[config.mk]
export PLATFORM = sky130hd
export DESIGN_NAME = tslm_regs
export DESIGN_NICKNAME = d
export VERILOG_FILES = /design/src/tslm_pkg.sv /design/src/tslm_runlen_if.sv /design/src/tslm_runlength.sv /design/src/tslm_regs.sv
export SDC_FILE = /design/constraint.sdc
export NUM_CORES = 1
export LEC_CHECK = 0
export BUFFER_PORTS_ARGS = -buffer_cell sky130_fd_sc_hd__buf_2
export CAP_MARGIN = 20
export CORE_MARGIN = 2
export CORE_UTILIZATION = 60
export DETAILED_ROUTE_END_ITERATION = 7
export PLACE_DENSITY_LB_ADDON = 0.25
export SYNTH_ARGS = -nofsm -noshare
export SYNTH_HDL_FRONTEND = slang
export SYNTH_HIERARCHICAL = 1
export SYNTH_SLANG_ARGS = --single-unit
export TNS_END_PERCENT = 50
[constraint.sdc]
create_clock -name mclk -period 4.8 [get_ports mclk]
set_input_delay 0.96 -clock mclk [delete_from_list [all_inputs] [get_ports mclk]]
set_output_delay 0.96 -clock mclk [all_outputs]
set_load 0.01 [all_outputs]
[src/tslm_pkg.sv]
// transmit loss-of-signal monitor: register map, field layout, reset values
// assumes one recovered data bit per mclk cycle and an 8-bit register port
package tslm_pkg;
    // ----------------------------------------------------------------
    // register offsets
    // ----------------------------------------------------------------
    localparam logic [7:0] OFS_LOSS_CTRL     = 8'h8A;
    localparam logic [7:0] OFS_LOSS_STATUS   = 8'h8B;
    localparam logic [7:0] OFS_RL_ASSERT     = 8'h91;
    localparam logic [7:0] OFS_RL_CLEAR      = 8'h92;
    localparam logic [7:0] OFS_PHASE_OFFSET  = 8'h98;
    localparam logic [7:0] OFS_EYE_MEASURE   = 8'h99;
    localparam logic [7:0] OFS_EYE_CONFIG    = 8'h9A;
    localparam logic [7:0] OFS_EYE_RELEASE   = 8'h9B;

    // ----------------------------------------------------------------
    // reset values
    // ----------------------------------------------------------------
    localparam logic [7:0] RST_LOSS_CTRL     = 8'h0E;
    localparam logic [7:0] RST_RL_ASSERT     = 8'h00;
    localparam logic [7:0] RST_RL_CLEAR      = 8'h60;
    localparam logic [6:0] RST_PHASE_OFFSET  = 7'h00;
    localparam logic [7:0] RST_EYE_CONFIG    = 8'h05;
    localparam logic [5:0] RST_EYE_RELEASE   = 6'h08;

    // ----------------------------------------------------------------
    // field positions
    // ----------------------------------------------------------------
    localparam int STS_QUALITY   = 4;
    localparam int STS_LAST_LVL  = 3;
    localparam int STS_RL_LOSS   = 2;
    localparam int STS_LOSS      = 0;
    localparam int CTL_QUAL_EN   = 3;
    localparam int CTL_SEL_HI    = 2;
    localparam int CTL_SEL_LO    = 1;
    localparam int CFG_THR_HI    = 7;
    localparam int CFG_THR_LO    = 2;

    // ----------------------------------------------------------------
    // detect select codes and run-length arithmetic
    // ----------------------------------------------------------------
    localparam logic [1:0] SEL_OFF   = 2'h0;
    localparam logic [1:0] SEL_ZEROS = 2'h1;
    localparam int ASSERT_MUL  = 5;
    localparam int ASSERT_ADD  = 2;
    localparam int BLOCK_BITS  = 1024;
    localparam int CLEAR_MUL   = 16;
    localparam int CLEAR_ADD   = 1;

    // run-length detector states
    typedef enum logic [1:0] {
        RL_SEARCH = 2'h1,
        RL_LOST   = 2'h2
    } tslm_rl_state_t;
endpackage

[src/tslm_runlen_if.sv]
// carries run-length configuration and status between top and detector
// assumes both ends sit on mclk
`timescale 1ns/1ps
interface tslm_runlen_if;
    logic [1:0] detectSelect;
    logic [7:0] assertLimit;
    logic [7:0] clearLimit;
    logic       runlengthLoss;
    logic       lastTriggerLevel;

    modport ctrl (output detectSelect, output assertLimit, output clearLimit,
                  input runlengthLoss, input lastTriggerLevel);
    modport det  (input detectSelect, input assertLimit, input clearLimit,
                  output runlengthLoss, output lastTriggerLevel);
endinterface

[src/tslm_runlength.sv]
// run-length loss detector on the synchronised serial bit stream
// assumes one data bit per mclk, already synchronised by the caller
`timescale 1ns/1ps
module tslm_runlength #(
    parameter int RUN_W = 21,
    parameter int GOOD_W = 12
) (
    // clock and reset
    input  wire logic   mclk,
    input  wire logic   rst_n,
    // data
    input  wire logic   dataBit,
    // configuration and status
    tslm_runlen_if.det  rl
);
    // refuse counters too narrow for the largest 8-bit limits
    if (RUN_W < 21 || GOOD_W < 12)
    begin : gBadWidth
        $error("tslm_runlength: counters too narrow for 8-bit limits");
    end

    tslm_pkg::tslm_rl_state_t state, next_state;
    logic [RUN_W-1:0]  runCnt, next_runCnt;
    logic [9:0]        bitCnt, next_bitCnt;
    logic              seenEdge, next_seenEdge;
    logic [GOOD_W-1:0] goodCnt, next_goodCnt;
    logic              prevBit, next_prevBit;
    logic              lastLvl, next_lastLvl;
    logic [RUN_W-1:0]  assertTarget;
    logic [GOOD_W-1:0] clearTarget;
    logic              edgeNow;
    logic              qualifies;

    // ----------------------------------------------------------------
    // thresholds from the limit registers
    // ----------------------------------------------------------------
    assign assertTarget = RUN_W'((RUN_W'(rl.assertLimit) * RUN_W'(tslm_pkg::ASSERT_MUL)
                        + RUN_W'(tslm_pkg::ASSERT_ADD)) * RUN_W'(tslm_pkg::BLOCK_BITS));
    assign clearTarget  = GOOD_W'(GOOD_W'(rl.clearLimit) * GOOD_W'(tslm_pkg::CLEAR_MUL)
                        + GOOD_W'(tslm_pkg::CLEAR_ADD));
    assign edgeNow      = dataBit != prevBit;
    assign qualifies    = (rl.detectSelect != tslm_pkg::SEL_ZEROS) || !dataBit;

    // ----------------------------------------------------------------
    // next-state logic
    // ----------------------------------------------------------------
    always_comb
    begin
        next_state    = state;
        next_prevBit  = dataBit;
        next_lastLvl  = lastLvl;
        next_runCnt   = edgeNow ? RUN_W'(1) : runCnt + RUN_W'(~&runCnt);
        next_bitCnt   = bitCnt;
        next_seenEdge = seenEdge;
        next_goodCnt  = goodCnt;
        case (state)
            tslm_pkg::RL_SEARCH:
            begin
                next_bitCnt   = '0;
                next_seenEdge = 1'b0;
                next_goodCnt  = '0;
                if (rl.detectSelect != tslm_pkg::SEL_OFF && qualifies
                    && next_runCnt >= assertTarget)
                begin
                    next_state   = tslm_pkg::RL_LOST;
                    next_lastLvl = dataBit;
                end
            end
            tslm_pkg::RL_LOST:
            begin
                next_bitCnt   = bitCnt + 10'h001;
                next_seenEdge = seenEdge | edgeNow;
                if (&bitCnt)
                begin
                    next_seenEdge = 1'b0;
                    if (seenEdge | edgeNow)
                        next_goodCnt = goodCnt + GOOD_W'(1);
                    else
                        next_goodCnt = '0;
                    if ((seenEdge | edgeNow) && (goodCnt + GOOD_W'(1) >= clearTarget))
                        next_state = tslm_pkg::RL_SEARCH;
                end
                if (rl.detectSelect == tslm_pkg::SEL_OFF)
                    next_state = tslm_pkg::RL_SEARCH;
            end
            default:
                next_state = tslm_pkg::RL_SEARCH;
        endcase
    end

    // ----------------------------------------------------------------
    // state registers
    // ----------------------------------------------------------------
    always_ff @(posedge mclk or negedge rst_n)
    begin
        if (!rst_n)
        begin
            state    <= tslm_pkg::RL_SEARCH;
            prevBit  <= 1'b0;
            lastLvl  <= 1'b0;
            runCnt   <= '0;
            bitCnt   <= '0;
            seenEdge <= 1'b0;
            goodCnt  <= '0;
        end
        else
        begin
            state    <= next_state;
            prevBit  <= next_prevBit;
            lastLvl  <= next_lastLvl;
            runCnt   <= next_runCnt;
            bitCnt   <= next_bitCnt;
            seenEdge <= next_seenEdge;
            goodCnt  <= next_goodCnt;
        end
    end

    assign rl.runlengthLoss    = state == tslm_pkg::RL_LOST;
    assign rl.lastTriggerLevel = lastLvl;
endmodule // tslm_runlength

[src/tslm_regs.sv]
// transmit loss-of-signal monitor registers with quality and run-length logic
// assumes an 8-bit register port from the serial control slave, on mclk
`timescale 1ns/1ps
module tslm_regs (
    // clock and reset
    input  wire logic        mclk,
    input  wire logic        rst_n,
    // register port
    input  wire logic [7:0]  regAddr,
    input  wire logic [7:0]  regWrData,
    input  wire logic        regWrEn,
    input  wire logic        regRdEn,
    output logic      [7:0]  regRdData,
    // monitored inputs, asynchronous to mclk
    input  wire logic        serialBit,
    input  wire logic        lockLostFlag,
    input  wire logic [5:0]  eyeWidthIn,
    // outputs to the datapath
    output logic      [6:0]  samplePhaseOffset,
    output logic             signalLossFlag,
    output logic             qualityAlarmFlag
);
    tslm_runlen_if rlIf ();

    logic [1:0] bitSync;
    logic [1:0] lockSync;
    logic [5:0] eyeSync0, eyeSync1;
    logic [5:0] eyeSync2;
    logic [5:0] eyeVal, next_eyeVal;
    logic [7:0] lossCtrl, next_lossCtrl;
    logic [7:0] rlAssert, next_rlAssert;
    logic [7:0] rlClear, next_rlClear;
    logic [6:0] phaseOfs, next_phaseOfs;
    logic [7:0] eyeCfg, next_eyeCfg;
    logic [5:0] eyeRel, next_eyeRel;
    logic       qual, next_qual;
    logic       loss, next_loss;
    logic [7:0] rdData, next_rdData;
    logic [7:0] statusWord;

    // ----------------------------------------------------------------
    // input synchronisers
    // ----------------------------------------------------------------
    always_ff @(posedge mclk or negedge rst_n)
    begin
        if (!rst_n)
        begin
            bitSync  <= 2'h0;
            lockSync <= 2'h0;
            eyeSync0 <= 6'h00;
            eyeSync1 <= 6'h00;
            eyeSync2 <= 6'h00;
            eyeVal   <= 6'h00;
        end
        else
        begin
            bitSync  <= {bitSync[0], serialBit};
            lockSync <= {lockSync[0], lockLostFlag};
            eyeSync0 <= eyeWidthIn;
            eyeSync1 <= eyeSync0;
            eyeSync2 <= eyeSync1;
            eyeVal   <= next_eyeVal;
        end
    end

    // eye word taken only after two equal synced samples, so bits
    // that cross on different edges never form a false value
    assign next_eyeVal = (eyeSync1 == eyeSync2) ? eyeSync1 : eyeVal;

    // ----------------------------------------------------------------
    // run-length detector
    // ----------------------------------------------------------------
    assign rlIf.detectSelect = lossCtrl[tslm_pkg::CTL_SEL_HI:tslm_pkg::CTL_SEL_LO];
    assign rlIf.assertLimit  = rlAssert;
    assign rlIf.clearLimit   = rlClear;

    tslm_runlength #(
        .RUN_W  (21),
        .GOOD_W (12)
    ) uRunlength (
        .mclk    (mclk),
        .rst_n   (rst_n),
        .dataBit (bitSync[1]),
        .rl      (rlIf)
    );

    // ----------------------------------------------------------------
    // quality alarm with hysteresis and overall loss
    // ----------------------------------------------------------------
    always_comb
    begin
        next_qual = qual;
        if (lockSync[1])
            next_qual = 1'b0;
        else if (eyeVal < eyeCfg[tslm_pkg::CFG_THR_HI:tslm_pkg::CFG_THR_LO])
            next_qual = 1'b1;
        else if (eyeVal >= eyeRel)
            next_qual = 1'b0;
        next_loss = rlIf.runlengthLoss
                  | (lossCtrl[tslm_pkg::CTL_QUAL_EN] & next_qual);
    end

    // ----------------------------------------------------------------
    // register writes and read mux
    // ----------------------------------------------------------------
    // status word: flags at their field positions, reserved bits zero
    always_comb
    begin
        statusWord                        = 8'h00;
        statusWord[tslm_pkg::STS_QUALITY]  = qual;
        statusWord[tslm_pkg::STS_LAST_LVL] = rlIf.lastTriggerLevel;
        statusWord[tslm_pkg::STS_RL_LOSS]  = rlIf.runlengthLoss;
        statusWord[tslm_pkg::STS_LOSS]     = loss;
    end

    always_comb
    begin
        next_lossCtrl = lossCtrl;
        next_rlAssert = rlAssert;
        next_rlClear  = rlClear;
        next_phaseOfs = phaseOfs;
        next_eyeCfg   = eyeCfg;
        next_eyeRel   = eyeRel;
        next_rdData   = rdData;
        if (regWrEn)
        begin
            case (regAddr)
                tslm_pkg::OFS_LOSS_CTRL:    next_lossCtrl = {4'h0, regWrData[3:1], 1'b0};
                tslm_pkg::OFS_RL_ASSERT:    next_rlAssert = regWrData;
                tslm_pkg::OFS_RL_CLEAR:     next_rlClear  = regWrData;
                tslm_pkg::OFS_PHASE_OFFSET: next_phaseOfs = regWrData[6:0];
                tslm_pkg::OFS_EYE_CONFIG:   next_eyeCfg   = regWrData;
                tslm_pkg::OFS_EYE_RELEASE:  next_eyeRel   = regWrData[5:0];
                default:                    next_rdData   = rdData;
            endcase
        end
        if (regRdEn)
        begin
            case (regAddr)
                tslm_pkg::OFS_LOSS_CTRL:    next_rdData = lossCtrl;
                tslm_pkg::OFS_LOSS_STATUS:  next_rdData = statusWord;
                tslm_pkg::OFS_RL_ASSERT:    next_rdData = rlAssert;
                tslm_pkg::OFS_RL_CLEAR:     next_rdData = rlClear;
                tslm_pkg::OFS_PHASE_OFFSET: next_rdData = {1'b0, phaseOfs};
                tslm_pkg::OFS_EYE_MEASURE:  next_rdData = {2'h0, eyeVal};
                tslm_pkg::OFS_EYE_CONFIG:   next_rdData = eyeCfg;
                tslm_pkg::OFS_EYE_RELEASE:  next_rdData = {2'h0, eyeRel};
                default:                    next_rdData = 8'h00;
            endcase
        end
    end

    // ----------------------------------------------------------------
    // register state
    // ----------------------------------------------------------------
    always_ff @(posedge mclk or negedge rst_n)
    begin
        if (!rst_n)
        begin
            lossCtrl <= tslm_pkg::RST_LOSS_CTRL;
            rlAssert <= tslm_pkg::RST_RL_ASSERT;
            rlClear  <= tslm_pkg::RST_RL_CLEAR;
            phaseOfs <= tslm_pkg::RST_PHASE_OFFSET;
            eyeCfg   <= tslm_pkg::RST_EYE_CONFIG;
            eyeRel   <= tslm_pkg::RST_EYE_RELEASE;
            qual     <= 1'b0;
            loss     <= 1'b0;
            rdData   <= 8'h00;
        end
        else
        begin
            lossCtrl <= next_lossCtrl;
            rlAssert <= next_rlAssert;
            rlClear  <= next_rlClear;
            phaseOfs <= next_phaseOfs;
            eyeCfg   <= next_eyeCfg;
            eyeRel   <= next_eyeRel;
            qual     <= next_qual;
            loss     <= next_loss;
            rdData   <= next_rdData;
        end
    end

    assign regRdData         = rdData;
    assign samplePhaseOffset = phaseOfs;
    assign signalLossFlag    = loss;
    assign qualityAlarmFlag  = qual;
endmodule // tslm_regs

==> run summary <==
The flow ran to the end, and the final reports show no timing, DRC or antenna violations. The initial core utilization came out at 61.4%. The cell leakage power is 3.70 nW. For the largest net degree at the start of global routing, the log shows 79.

The detail route stage leaves a number of antenna-violating nets equal to 0. For this run, the post-layout net count is 789. In this run the critical register-to-register path is launched from uRunlength/runCnt[4]$_DFF_PN0_.

In the global route stage, met2 resource usage came out at 43.3%. The first TritonRoute pass finished after 5 iterations. Summing the areas of all compound-gate instances in the mapped netlist gives 13.2% of the synthesized area. Counting tap cells, the placed design contains a total of 832 instances. The maximum fanout encountered on the critical timing path came out at 7. The logs give 45 for the top-level port count and 740 for the number of nets in the synthesized netlist. Data required time of the worst path: 5.14 ns.

The main flop type after synthesis is sky130_fd_sc_hd__dfrtp_1. The clock reaches the later pin of the worst-skew pair after 0.42 ns. The total of endpoints with negative setup slack in the final report is 0. The number of non-filler instances in the completed layout was 865; the number of enable flip-flop cells after synthesis was 0. Between clock sinks in the finished design, the worst skew comes to 0.00447 ns. Setup repair after global routing left no endpoint under its margin. The area growth from synthesis to layout is 13.4%.

Summing every instance area after synthesis gives 7010 um2. The tree is rooted in a sky130_fd_sc_hd__clkbuf_16. The logs give 126 for the TritonCTS sink count and 45.2% for the sequential area share after synthesis. The die covers 12,600 um2.

Number of global-route vias before repair: 5,504. For met1 alone, demand over resource in global routing was 36.0%. Number of vias in the routed layout: 5,262. The worst setup path is of the flip-flop to flip-flop kind. The proportion of synthesized area in mux cells is 8.79%, and the final routed wire length divided by cell count is 18.4 um. The run gives 70 as the distinct cell type count of the synthesized netlist. Headroom to the max-slew limit came out at 34.8%. The final number of max-transition violations was 0.

The number of cells on the worst reg-to-reg path is 16, and the global-route wire length before repair is 26.8 mm. The fraction of registers with async set or reset after synthesis came out at 100%. For this run, the number of Yosys warnings is 6. TritonCTS built the clock tree. The post-CTS clock slew at the launch and capture registers of the worst setup and hold paths is 0.06 ns. In this run the critical register-to-register path is captured at uRunlength/state[0]$_DFFE_PN1P_.

The average cell area after synthesis was 10.6 um2. The final HPWL from detailed placement is 11.1 mm, and the overall power consumption is 2.78 mW. The maximum VDD drop was 0.306 mV; the worst setup timing slack at the placement stage was 0.331 ns. Wires add up to 15.9 mm. The floorplan step set the die height to 112 um.

The floorplan step defined a core boundary enclosing 11,400 um2. The total routing usage reported by global routing was 26.9%; the number of buffers added on ports was 44. The number of hold violations in the final report was 0; the simple-gate share of the synthesized area was 15.0%.

In the global route stage, met3 resource usage came out at 6.32%. Power per unit of standard cell area: 350 nW/um2. CTS built an H-tree with a depth of 4. The layer with the highest usage after global routing was met2. Kind of end point of the critical path: a flip-flop.

The tool flagged a number of max-cap violations equal to 0. Synthesis produced a netlist whose cell count is 660. Final RePlAce weighted congestion: 0.900. Category of the worst setup path launch point: a flip-flop. Die span in x: 112 um.

The timing startpoint of the critical path was uRunlength/runCnt[4]$_DFF_PN0_. The number of antenna violations at the first check in global routing came out at 0. The minimum period implied by the final worst setup slack was 4.53 ns. The tools report the number of design rule violations left after detail routing as 0. The run gives 221 MHz as the highest clock rate. For the worst setup path, the data arrival time is 4.87 ns.

After Yosys synthesis, XOR and XNOR cells account for 5.13% of the synthesized area. The synthesized netlist devotes 9.29% of its cell area to adder and majority cells. The worst register-to-register path has a setup slack of 0.27 ns. Largest family of logic cells by synthesized area: simple AND/OR/NAND/NOR gates. The run gives 0 ns as the final sum of negative setup slack.

The starting DRC count in detailed routing came out at 405. In this run the worst setup path terminates at uRunlength/state[0]$_DFFE_PN1P_. The number of register bits inferred by synthesis came out at 126. The pin slew with the least headroom to its limit was 0.950 ns; the number of buffers created by CTS was 17. The standard-cell row count was 39; the number of buffers added for setup after CTS was 0. Of the available clock period, the critical path in the final layout requires 94.3%. The worst hold path belongs to the class flip-flop to flip-flop.

The number of inserted diodes was 0; the setup slack after layout was 0.272 ns. The total overflow left after global routing is 0. The worst-case clock buffer depth is 2, and the number of vias per cell after detailed routing is 6.08. The post-route netlist has 20.8% of its cells at a drive strength greater than 1.
## synth_stat cells (4+ instances only)
master	instances	area share, %
sky130_fd_sc_hd__nand3_1	22	1.6
sky130_fd_sc_hd__and2_1	4	0.36
sky130_fd_sc_hd__dfrtp_1	117	42
sky130_fd_sc_hd__or3_1	8	0.71
sky130_fd_sc_hd__a32o_1	8	1.1
sky130_fd_sc_hd__nor3_1	10	0.71
sky130_fd_sc_hd__a21o_1	11	1.2
sky130_fd_sc_hd__nor2_1	36	1.9
sky130_fd_sc_hd__and3_1	9	0.80
sky130_fd_sc_hd__a21oi_1	24	1.7
sky130_fd_sc_hd__inv_1	40	2.1
sky130_fd_sc_hd__buf_4	5	0.54
sky130_fd_sc_hd__a22o_1	5	0.63
sky130_fd_sc_hd__xor2_1	24	3.0
sky130_fd_sc_hd__xnor2_1	17	2.1
sky130_fd_sc_hd__clkbuf_1	10	0.54
sky130_fd_sc_hd__ha_1	52	9.3
sky130_fd_sc_hd__nand2_1	50	2.7
sky130_fd_sc_hd__mux2i_1	9	1.3
sky130_fd_sc_hd__mux2_4	8	1.7
sky130_fd_sc_hd__nand2b_1	12	1.1
sky130_fd_sc_hd__mux2_2	34	5.5
sky130_fd_sc_hd__o22ai_1	10	0.89
sky130_fd_sc_hd__dfstp_2	9	3.4
sky130_fd_sc_hd__o21ai_0	35	2.5
sky130_fd_sc_hd__a22oi_1	7	0.75
sky130_fd_sc_hd__a31oi_1	4	0.36
sky130_fd_sc_hd__nand4_1	14	1.3
sky130_fd_sc_hd__nor2b_1	9	0.80
## power breakdown
group          switching, mW  leakage (nW)  total (mW)  internal, mW
sequential            0.0746          1.64        1.20          1.13
clock                  0.504         0.274        1.24         0.734
combinational          0.196          1.79       0.342         0.146
## state kept, by name, summed over array words and instances (netlist names), 7 cells and up
name                cells
uRunlength/runCnt      21
uRunlength/goodCnt     12
uRunlength/bitCnt      10
eyeCfg                  8
regRdData               8
rlAssert                8
rlClear                 8
samplePhaseOffset       7
## per-stage QoR
stage | utilization [%] | area (um2) | hold slack, ns
2_1_floorplan | - | 7010 | 0.331
4_1_cts | 69.4 | 7920 | 0.343
5_1_grt | 69.6 | 7940 | 0.351
3_5_place_dp | 64.3 | 7340 | 0.335
3_3_place_gp | 64.3 | 7340 | 0.332
6_report | 69.6 | 7940 | 0.342
## layer usage
layer / up-vias / wire length (um) / share of wire [%]
met5: - / 0 / 0
met4: 0 / 385 / 2.4
met3: 33 / 848 / 5.3
met2: 174 / 7560 / 47
met1: 2562 / 7120 / 45
li1: 2493 / - / -
## logic make-up (layout without fill, tap and decap cells)
| group | after synthesis | count (layout) |
|---|---|---|
| and+or+nand+nor | 196 | 196 |
| AOI/OAI and AO/OA | 134 | 134 |
| adders and majority gates | 52 | 52 |
| DFF | 126 | 126 |
| xor gates and xnor gates | 41 | 41 |
| muxes | 52 | 52 |
| buffers and inverters | 59 | 121 |
## worst max-delay path: stages, from the launching register on
cell and delay (ns):
sky130_fd_sc_hd__dfrtp_1 0.46, sky130_fd_sc_hd__nand3_2 0.20, sky130_fd_sc_hd__or3_1 0.40, sky130_fd_sc_hd__or4_1 0.51, sky130_fd_sc_hd__ha_1 0.25, sky130_fd_sc_hd__ha_1 0.25
sky130_fd_sc_hd__nand3_2 0.15, sky130_fd_sc_hd__nor3_2 0.08, sky130_fd_sc_hd__nand2b_1 0.21, sky130_fd_sc_hd__xor2_1 0.19, sky130_fd_sc_hd__nor2_1 0.08, sky130_fd_sc_hd__ha_1 0.33
sky130_fd_sc_hd__nand4_1 0.15, sky130_fd_sc_hd__or3_1 0.42, sky130_fd_sc_hd__a2111oi_4 0.39, sky130_fd_sc_hd__nor2_2 0.08, sky130_fd_sc_hd__o31a_1 0.30
## cells in the final DEF (no fill, tap or decap), types with 9 or more instances in the layout
master                        n
sky130_fd_sc_hd__dfrtp_1    117
sky130_fd_sc_hd__ha_1        52
sky130_fd_sc_hd__nand2_1     50
sky130_fd_sc_hd__buf_2       43
sky130_fd_sc_hd__inv_1       40
sky130_fd_sc_hd__nor2_1      36
sky130_fd_sc_hd__o21ai_0     35
sky130_fd_sc_hd__mux2_2      34
sky130_fd_sc_hd__a21oi_1     24
sky130_fd_sc_hd__xor2_1      24
sky130_fd_sc_hd__nand3_1     21
sky130_fd_sc_hd__xnor2_1     17
sky130_fd_sc_hd__clkbuf_16   17
sky130_fd_sc_hd__nand4_1     14
sky130_fd_sc_hd__nand2b_1    12
sky130_fd_sc_hd__a21o_1      11
sky130_fd_sc_hd__o22ai_1     10
sky130_fd_sc_hd__nor3_1      10
sky130_fd_sc_hd__nor2b_1      9
sky130_fd_sc_hd__and3_1       9
sky130_fd_sc_hd__mux2i_1      9
sky130_fd_sc_hd__dfstp_2      9
## how the worst min path moves through the flow
stage | start | end | depth (start not counted)
3_3_place_gp | eyeSync0[4]$_DFF_PN0_ | eyeSync1[4]$_DFF_PN0_ | 0
2_1_floorplan | bitSync[0]$_DFF_PN0_ | bitSync[1]$_DFF_PN0_ | 0
3_5_place_dp | bitSync[0]$_DFF_PN0_ | bitSync[1]$_DFF_PN0_ | 0
4_1_cts | bitSync[0]$_DFF_PN0_ | bitSync[1]$_DFF_PN0_ | 0
6_report | bitSync[0]$_DFF_PN0_ | bitSync[1]$_DFF_PN0_ | 0
5_1_grt | bitSync[0]$_DFF_PN0_ | bitSync[1]$_DFF_PN0_ | 0
## final cells by class
class	instances	area, um2
clock inverter	14	136
clock buffer	18	439
timing repair buffer	49	273
inverter	40	150
fill	861	3470
multi-input combinational	475	3600
sequential	126	3160
tap	143	179
## repair_timing
item | 4_1_cts | 5_1_grt
hold buffers | 0 | 0
gates resized for setup | 0 | 1
setup endpoints to repair | 0 | 3
Power figures use the tool's default switching activity.
